File: src/arll_pkg.sv
/*
 Constants, carrier structs and state layout of the axis range and limit logic.
 Assumes one control clock and length units as the position scale.
*/
package arll_pkg;
	// ----------------------------------------
	// widths and codes
	// ----------------------------------------
	localparam int         ARLL_POS_W          = 32;
	localparam int         ARLL_NUM_DI         = 4;
	localparam int         ARLL_FN_W           = 4;
	localparam logic [3:0] ARLL_FN_CW          = 4'h3;
	localparam logic [3:0] ARLL_FN_CCW         = 4'h4;
	localparam logic       ARLL_AXIS_MODULO    = 1'b1;
	localparam int         ARLL_BIT_START_DIR  = 9;
	localparam int         ARLL_BIT_SOFT_LIMIT = 14;
	localparam int         ARLL_BIT_STOP_CAM   = 15;
	localparam logic [3:0] ARLL_DI_IDLE        = 4'hF;

	// ----------------------------------------
	// ranges
	// ----------------------------------------
	localparam logic signed [31:0] ARLL_BACKLASH_MAX   = 32'sh00030D40;
	localparam logic signed [31:0] ARLL_BACKLASH_MIN   = 32'shFFFCF2C0;
	localparam logic [31:0]        ARLL_MODULO_MIN     = 32'h00000001;
	localparam logic [31:0]        ARLL_MODULO_DEFAULT = 32'h00057E40;

	typedef logic signed [ARLL_POS_W-1:0] arll_pos_t;

	typedef struct packed {
		logic                                  axis_type_select;
		logic [ARLL_POS_W-1:0]                 modulo_range;
		arll_pos_t                             backlash_amount;
		logic                                  homing_start_direction;
		arll_pos_t                             negative_soft_limit;
		arll_pos_t                             positive_soft_limit;
		logic                                  soft_limit_activate;
		logic                                  extended_telegram;
		logic [ARLL_NUM_DI-1:0][ARLL_FN_W-1:0] input_function_select;
	} arll_cfg_t;

	typedef struct packed {
		logic cw_limit_reached;
		logic ccw_limit_reached;
		logic plus_stop_fault;
		logic minus_stop_fault;
		logic emergency_stop;
		logic soft_limit_stop;
		logic backlash_active;
		logic backlash_dir;
		logic rereference_needed;
	} arll_stat_t;

	typedef struct packed {
		logic [ARLL_NUM_DI-1:0] di_s1;
		logic [ARLL_NUM_DI-1:0] di_s2;
		logic [ARLL_NUM_DI-1:0] di_s3;
		logic [ARLL_NUM_DI-1:0] di_stable;
		logic                   cw_level;
		logic                   ccw_level;
		logic                   cw_latched;
		logic                   ccw_latched;
		logic                   plus_fault;
		logic                   minus_fault;
		logic                   estop;
		arll_pos_t              prev_raw;
		logic                   move_pos;
		logic                   comp_active;
		logic                   comp_pos;
		logic                   ref_prev;
		logic                   axis_prev;
		logic                   reref;
		logic                   soft_stop;
		arll_pos_t              position;
	} arll_state_t;

	localparam arll_state_t ARLL_STATE_RST = '{di_s1: ARLL_DI_IDLE, di_s2: ARLL_DI_IDLE,
		di_s3: ARLL_DI_IDLE, di_stable: ARLL_DI_IDLE, cw_level: 1'b1, ccw_level: 1'b1, default: '0};
endpackage

File: src/arll_axis_range_and_limit.sv
/*
 Axis range supervision: linear/modulo position, backlash correction,
 hardware travel limits with faults, and software position limits.
 Assumes encoder_position is sampled on clk; digital input pins are asynchronous.
*/
// Summary of operation
// RL1 - axis type 0 linear, 1 modulo
// RL2 - modulo mode wraps position into range
// RL3 - operator re-references after axis type change
// RL4 - no backlash correction before referencing
// RL5 - reversal applies signed backlash per direction
// RL6 - start direction sets initial compensation
// RL7 - extended telegram: start direction from bit 9
// RL8 - extended telegram: bit 15 enables stop cam
// RL9 - falling limit input gives emergency stop
// RL10 - positioner mode: direction-specific stop faults
// RL11 - ack without leaving limit keeps fault
// RL12 - function code 3 cw, 4 ccw
// RL13 - unmapped limit reads permanently high
// RL14 - limit inputs high at power on
// RL15 - soft limits after referencing stop motor
// RL16 - extended telegram: bit 14 enables soft limits
// RL17 - soft limit values and enable setting
// RL18 - limit event latched until acknowledged
`timescale 1ns/100ps
module arll_axis_range_and_limit
	import arll_pkg::*;
#(
	parameter int NUM_DI = ARLL_NUM_DI
) (
	// clock and reset
	input  wire logic              clk,
	input  wire logic              reset_n,
	// settings and control word
	input  wire arll_cfg_t         cfg,
	input  wire logic [15:0]       pos_ctrl_word2,
	input  wire logic              basic_positioner_mode,
	input  wire logic              referenced,
	input  wire logic              fault_ack,
	// motor side
	input  wire logic [NUM_DI-1:0] digital_input_pins,
	input  wire arll_pos_t         encoder_position,
	// results
	output arll_pos_t              position_out,
	output arll_stat_t             stat
);

	generate
		if (NUM_DI < 1 || NUM_DI > ARLL_NUM_DI) begin : g_bad_di
			$error("NUM_DI out of range");
		end
	endgenerate

	arll_state_t            st_r;
	arll_state_t            st_nxt;
	logic [ARLL_NUM_DI-1:0] pins_ext;
	logic                   cw_lvl;
	logic                   ccw_lvl;
	logic                   cw_mapped;
	logic                   cam_en;
	logic                   cw_fall;
	logic                   ccw_fall;
	logic                   start_dir;
	logic                   soft_en;
	arll_pos_t              bl;
	arll_pos_t              offset;
	arll_pos_t              lin_pos;
	logic [ARLL_POS_W-1:0]  rng;
	logic signed [ARLL_POS_W:0] lin_ext;
	logic signed [ARLL_POS_W:0] rng_s;
	logic signed [ARLL_POS_W:0] rem;

	// ----------------------------------------
	// next state
	// ----------------------------------------
	always_comb begin
		st_nxt = st_r;
		pins_ext = ARLL_DI_IDLE;
		pins_ext[NUM_DI-1:0] = digital_input_pins;
		cw_lvl = 1'b1;
		ccw_lvl = 1'b1;
		cw_mapped = 1'b0;

		// three-stage sync; a change counts once stages two and three agree
		st_nxt.di_s1 = pins_ext;
		st_nxt.di_s2 = st_r.di_s1;
		st_nxt.di_s3 = st_r.di_s2;
		for (int i = 0; i < ARLL_NUM_DI; i++) begin
			if (st_r.di_s2[i] == st_r.di_s3[i]) begin
				st_nxt.di_stable[i] = st_r.di_s3[i];
			end
		end

		// several inputs on one function: any low one counts as reached
		for (int i = 0; i < NUM_DI; i++) begin
			if (cfg.input_function_select[i] == ARLL_FN_CW) begin //RL12
				cw_lvl = cw_lvl & st_r.di_stable[i];
				cw_mapped = 1'b1;
			end
			if (cfg.input_function_select[i] == ARLL_FN_CCW) begin //RL12
				ccw_lvl = ccw_lvl & st_r.di_stable[i];
			end
		end
		st_nxt.cw_level = cw_lvl; //RL13
		st_nxt.ccw_level = ccw_lvl; //RL13

		// ----------------------------------------
		// hardware travel limits
		// ----------------------------------------
		cam_en = cfg.extended_telegram ? pos_ctrl_word2[ARLL_BIT_STOP_CAM] : 1'b1; //RL8
		// reset level is high, so a low input at power on raises a limit event once synchronised
		cw_fall = st_r.cw_level & ~cw_lvl & cam_en; //RL9 RL14
		ccw_fall = st_r.ccw_level & ~ccw_lvl & cam_en; //RL9 RL14
		// ack only clears once the input is back high; set wins over clear
		st_nxt.cw_latched = cw_fall | (st_r.cw_latched & ~(fault_ack & cw_lvl)); //RL18 RL11
		st_nxt.ccw_latched = ccw_fall | (st_r.ccw_latched & ~(fault_ack & ccw_lvl)); //RL18 RL11
		st_nxt.plus_fault = (basic_positioner_mode & cw_fall & st_r.move_pos)
			| (st_r.plus_fault & ~(fault_ack & cw_lvl)); //RL10 RL11
		st_nxt.minus_fault = (basic_positioner_mode & ccw_fall & ~st_r.move_pos)
			| (st_r.minus_fault & ~(fault_ack & ccw_lvl)); //RL10 RL11
		st_nxt.estop = st_nxt.cw_latched | st_nxt.ccw_latched; //RL9

		// ----------------------------------------
		// direction and backlash
		// ----------------------------------------
		st_nxt.prev_raw = encoder_position;
		if (encoder_position > st_r.prev_raw) begin
			st_nxt.move_pos = 1'b1;
		end else if (encoder_position < st_r.prev_raw) begin
			st_nxt.move_pos = 1'b0;
		end
		start_dir = cfg.extended_telegram ? pos_ctrl_word2[ARLL_BIT_START_DIR]
			: cfg.homing_start_direction; //RL7
		st_nxt.ref_prev = referenced;
		if (!referenced) begin
			st_nxt.comp_active = 1'b0; //RL4
			st_nxt.comp_pos = 1'b0;
		end else if (!st_r.ref_prev) begin
			st_nxt.comp_active = 1'b1;
			st_nxt.comp_pos = start_dir; //RL6
		end else if (encoder_position > st_r.prev_raw) begin
			st_nxt.comp_pos = 1'b1; //RL5
		end else if (encoder_position < st_r.prev_raw) begin
			st_nxt.comp_pos = 1'b0; //RL5
		end

		// out-of-range settings are clamped, not rejected
		if (cfg.backlash_amount > ARLL_BACKLASH_MAX) begin
			bl = ARLL_BACKLASH_MAX;
		end else if (cfg.backlash_amount < ARLL_BACKLASH_MIN) begin
			bl = ARLL_BACKLASH_MIN;
		end else begin
			bl = cfg.backlash_amount;
		end
		// one backlash step per reversal: zero going negative, full going positive
		offset = (st_r.comp_active & st_r.comp_pos) ? bl : '0; //RL5 RL4
		lin_pos = encoder_position + offset;

		// ----------------------------------------
		// linear or modulo position
		// ----------------------------------------
		rng = (cfg.modulo_range < ARLL_MODULO_MIN) ? ARLL_MODULO_MIN : cfg.modulo_range;
		lin_ext = {lin_pos[ARLL_POS_W-1], lin_pos};
		rng_s = $signed({1'b0, rng});
		rem = lin_ext % rng_s; //RL2
		if (rem < 0) begin
			rem = rem + rng_s; //RL2
		end
		if (cfg.axis_type_select == ARLL_AXIS_MODULO) begin //RL1
			st_nxt.position = rem[ARLL_POS_W-1:0];
		end else begin
			st_nxt.position = lin_pos; //RL1
		end

		// ----------------------------------------
		// software limits
		// ----------------------------------------
		soft_en = referenced & (cfg.extended_telegram ? pos_ctrl_word2[ARLL_BIT_SOFT_LIMIT]
			: cfg.soft_limit_activate); //RL15 RL16 RL17
		st_nxt.soft_stop = soft_en & ((st_nxt.position >= cfg.positive_soft_limit)
			| (st_nxt.position <= cfg.negative_soft_limit)); //RL15 RL17

		// positions are untrusted until a fresh referencing run
		st_nxt.axis_prev = cfg.axis_type_select;
		if (referenced & ~st_r.ref_prev) begin
			st_nxt.reref = 1'b0;
		end
		if (cfg.axis_type_select != st_r.axis_prev) begin
			st_nxt.reref = 1'b1; //RL3
		end
	end

	// ----------------------------------------
	// state register
	// ----------------------------------------
	always_ff @(posedge clk or negedge reset_n) begin
		if (!reset_n) begin
			st_r <= ARLL_STATE_RST;
		end else begin
			st_r <= st_nxt;
		end
	end

	assign position_out = st_r.position;
	assign stat.cw_limit_reached = st_r.cw_latched;
	assign stat.ccw_limit_reached = st_r.ccw_latched;
	assign stat.plus_stop_fault = st_r.plus_fault;
	assign stat.minus_stop_fault = st_r.minus_fault;
	assign stat.emergency_stop = st_r.estop;
	assign stat.soft_limit_stop = st_r.soft_stop;
	assign stat.backlash_active = st_r.comp_active;
	assign stat.backlash_dir = st_r.comp_pos;
	assign stat.rereference_needed = st_r.reref;
endmodule

File: config.mk
export PLATFORM = sky130hd
export DESIGN_NAME = arll_axis_range_and_limit
export DESIGN_NICKNAME = d
export VERILOG_FILES = /design/src/arll_pkg.sv /design/src/arll_axis_range_and_limit.sv
export SDC_FILE = /design/constraint.sdc
export NUM_CORES = 2
export LEC_CHECK = 0
export BUFFER_PORTS_ARGS = -buffer_cell sky130_fd_sc_hd__buf_2
export CORE_AREA = 2 2 383 480
export DETAILED_ROUTE_END_ITERATION = 7
export DIE_AREA = 0 0 385 482
export SLEW_MARGIN = 40
export SYNTH_ARGS = -nofsm -noshare
export SYNTH_HDL_FRONTEND = slang
export SYNTH_SLANG_ARGS = --single-unit
File: constraint.sdc
create_clock -name clk -period 89.2 [get_ports clk]
set_input_delay 0 -clock clk [delete_from_list [all_inputs] [get_ports clk]]
set_output_delay 0 -clock clk [all_outputs]
set_load 0.02 [all_outputs]
==> summary.txt <==
Floorplanning
  • Top-level I/O count: 246
  • Row cnt: 175
  • Full die area: 186000 µm²
  • Die H: 482 µm
  • Initial Util: 0.248
  • Core region area: 181000 µm²
  • Chip width: 385 µm

Power
  • Cell Pwr Density: 20.6 nW/µm²
  • Total power draw: 1.40 mW
  • Lkg Pwr: 34.5 nW
  • Combinational power share: 0.932
  • Sw Share: 0.476
  • Internal power: 734 µW
  • Seq pwr share: 0.040
  • Max rail drop VDD: 0.0000165 V
  • P_sw: 667 µW
  • Clock share of power: 0.028

Worst setup path
  • Setup crit end kind: register
  • Critical Path Max Stage Delay: 580 ps
  • CP max stage cell: or4_4
  • Worst setup SP type: primary input
  • Crit-path most repeated cell: buf_4
  • Reg2reg path depth: 425
  • R2r setup slk: 4360 ps
  • End of the worst register-to-register path: stat[3]
  • Crit Path Max Fanout: 12
  • Worst R2R Start: stat[2]
  • Critical Path AT: 85150 ps
  • Critical Path RT: 89480 ps
  • WS Path Type: primary input to register

Placement
  • Dpl hpwl: 194000 µm
  • Setup slack at placement: -658 ps
  • Dpl cells: 11.4k
  • Port bufs: 232
  • Placed Area: 66400 µm²
  • GP Congestion: 1.01

STA
  • Final setup viols: 0
  • Max Clock Freq: 0.0118 GHz
  • Final min period: 84870 ps
  • Min Hold Slack: 82.8 ps
  • Endpoints failing hold: 0
  • Worst setup margin: 4330 ps
  • Worst slew pin tran: 903 ps
  • Setup_tns: 0 ps
  • Final slew viol count: 0
  • Clock skew: 8.55 ps
  • Slew HR: 0.391
  • Part of the cycle the worst path needs: 0.952

Logic synthesis
  • Cell count after synthesis: 6586
  • Commonest cells post-synth: ha_1, nand2_1, nor2_1, a21oi_1, o21ai_0
  • Post-Syn Area: 45000 µm²
  • Post-synth cell types: 109
  • Average cell area after synthesis: 6.83 µm²
  • Area share of fa/ha/maj cells after synthesis: 0.203
  • XOR/XNOR Fraction of Synth Area: 0.0971
  • Syn Nets: 7516
  • Number of flops mapped to enable cells by yosys: 0
  • Yosys top cell by area: ha_1
  • Synth Area in Compound Gates: 0.306
  • Ys async rst share: 1.00
  • Portion of netlist area occupied by mux cells: 0.0275
  • Post-synthesis register bit count: 94
  • Largest family of logic cells by synthesized area: compound AO/OA/AOI/OAI gates
  • Simple-Gate Fraction of Synth Area: 0.261
  • Top-count cell post-synth: ha_1
  • Yosys warns: 0
  • Register area share after synthesis: 0.0528
  • Synth top area share: 0.201
  • Post-synth top flop: dfrtp_1
  • Dominant cells by area after synthesis: ha_1, a21oi_1, nand2_1, xnor2_1, nor2_1

Clock tree
  • Later-pin clock latency in the skew report: 380 ps
  • Worst-path clk slew: 70 ps
  • Root buffer cell: clkbuf_16
  • Htree depth: 3
  • CTS tree: done
  • CTS buffer count: 9
  • Max clock buf depth: 2
  • CTS sink count: 94

Routing
  • Drt wl/cell: 20.1 µm
  • ANT nets after route: 0
  • Starting DRT DRC Count: 4229
  • Drt via density: 5.24
  • Vias: 60.0k
  • DRC viols: 0
  • Total Wirelength: 230000 µm
  • TritonRoute pass-1 iters: 8

Worst hold path
  • Worst hold endpoint: stat[3]
  • Min-Delay Path Class: primary input to register
  • Worst hold start: cfg[17]
  • Hold path cells: 3

Global route
  • Vias in the first global route: 60.4k
  • First-pass GRT wire length: 343000 µm
  • Grt ovf: 0
  • Largest net degree at the start of global routing: 68
  • Initial antenna violation count: 16
  • Total GRT Usage: 0.237

Final layout
  • Fill cell count: 19.0k
  • Final core utilization: 0.376
  • Share of layout cells above drive strength 1: 0.336
  • Area growth syn-to-layout: 51.2%
  • Post-Layout Cell Count: 11.5k
  • Fin area: 68000 µm²
  • Nets: 9980

Status
  • Run status: complete, no violations

Job
  • MaxCap Viol Count: 0
layout make-up:
type / count / area (µm²) / share of cell area
Antenna cell: 8 / 20.0 / 0.000294
Clock buffer: 9 / 225 / 0.00331
Clock inverter: 7 / 76.3 / 0.00112
Inverter: 332 / 1250 / 0.0183
Multi-Input combinational cell: 5908 / 41100 / 0.604
Sequential cell: 94 / 2370 / 0.0349
Tap cell: 2389 / 2990 / 0.0439
Timing Repair Buffer: 2705 / 20000 / 0.294
layout by cell type (no fill, tap or decap), drive strengths merged, types with 66 or more instances in the layout:
cell type  synthesis  final
a211oi            66     66
o21ai            382    382
a21oi            615    615
nand2            702    702
inv              332    334
xnor2            299    299
xor2             197    197
or2               69     69
a21o             214    214
dfrtp             76     76
nand3            197    197
o21a             156    156
o211ai            74     74
nor3             191    191
and2              69     69
nand4             78     78
nand2b            97     97
buf               82   2662
nor2b             92     92
ha               722    722
or3               86     86
nor2             676    676
a31oi             77     77
timing repair:
action / CTS / global route
pin swaps: 0 / 22
hold buffers: 43 / 0
setup buffers: 0 / 18
hold endpoints to repair: 78 / 0
cloned: 0 / 1
endpoints found under the setup margin: 1 / 33
gates resized for setup: 10 / 184
how the worst max path moves through the flow:
stage                  start      end  slack (ps)  depth (start not counted)
global route        cfg[102]  stat[3]        -210                        433
floorplan            cfg[98]  stat[3]        2660                        400
CTS                  stat[2]  stat[3]          10                        419
global placement    cfg[102]  stat[3]         300                        415
detailed placement  cfg[102]  stat[3]        -660                        411
finish              cfg[102]  stat[3]        4330                        429
power by group through the flow:
| stage | combinational, mW | sequential (mW) | clock [mW] |
|---|---|---|---|
| after floorplan | 0.658 | 0.0555 | 0 |
| after global placement | 1.25 | 0.0559 | 0 |
| after detailed placement | 1.27 | 0.0562 | 0 |
| after CTS | 1.28 | 0.0554 | 0.0408 |
| after global routing | 1.42 | 0.0563 | 0.0419 |
| final | 1.31 | 0.0555 | 0.0397 |
sequential cells by signal, indices dropped and copies added, names as in the netlist:
register,cells
position_out,32
st_nxt,8
st_r,45
stat,9
critical path: cells and delay by family:
family	cells	cell delay, ps
buffers and inverters	66	10750
adder cells (fa/ha/maj)	38	11210
AO/OA/AOI/OAI	184	36040
multiplexers	2	760
AND/OR/NAND/NOR	136	25550
XOR/XNOR	3	620
cell families (layout without fill, tap and decap cells):
group	after synthesis	in the layout
AND/OR/NAND/NOR	2468	2468
AO/OA/AOI/OAI	2096	2097
adder cells (fa/ha/maj)	729	729
buffers and inverters	585	3053
XOR/XNOR	496	496
multiplexers	117	117
flip-flops	94	94
other	1	9
layer usage:
metal | track usage | part of all wire | up-vias
li1 | - | - | 29100
met1 | 0.261 | 0.38 | 28200
met2 | 0.426 | 0.48 | 1961
met3 | 0.0256 | 0.055 | 707
met4 | 0.164 | 0.082 | 12
met5 | 0 | 0.00030 | -
Note: power is estimated with default switching activity, not from simulation.
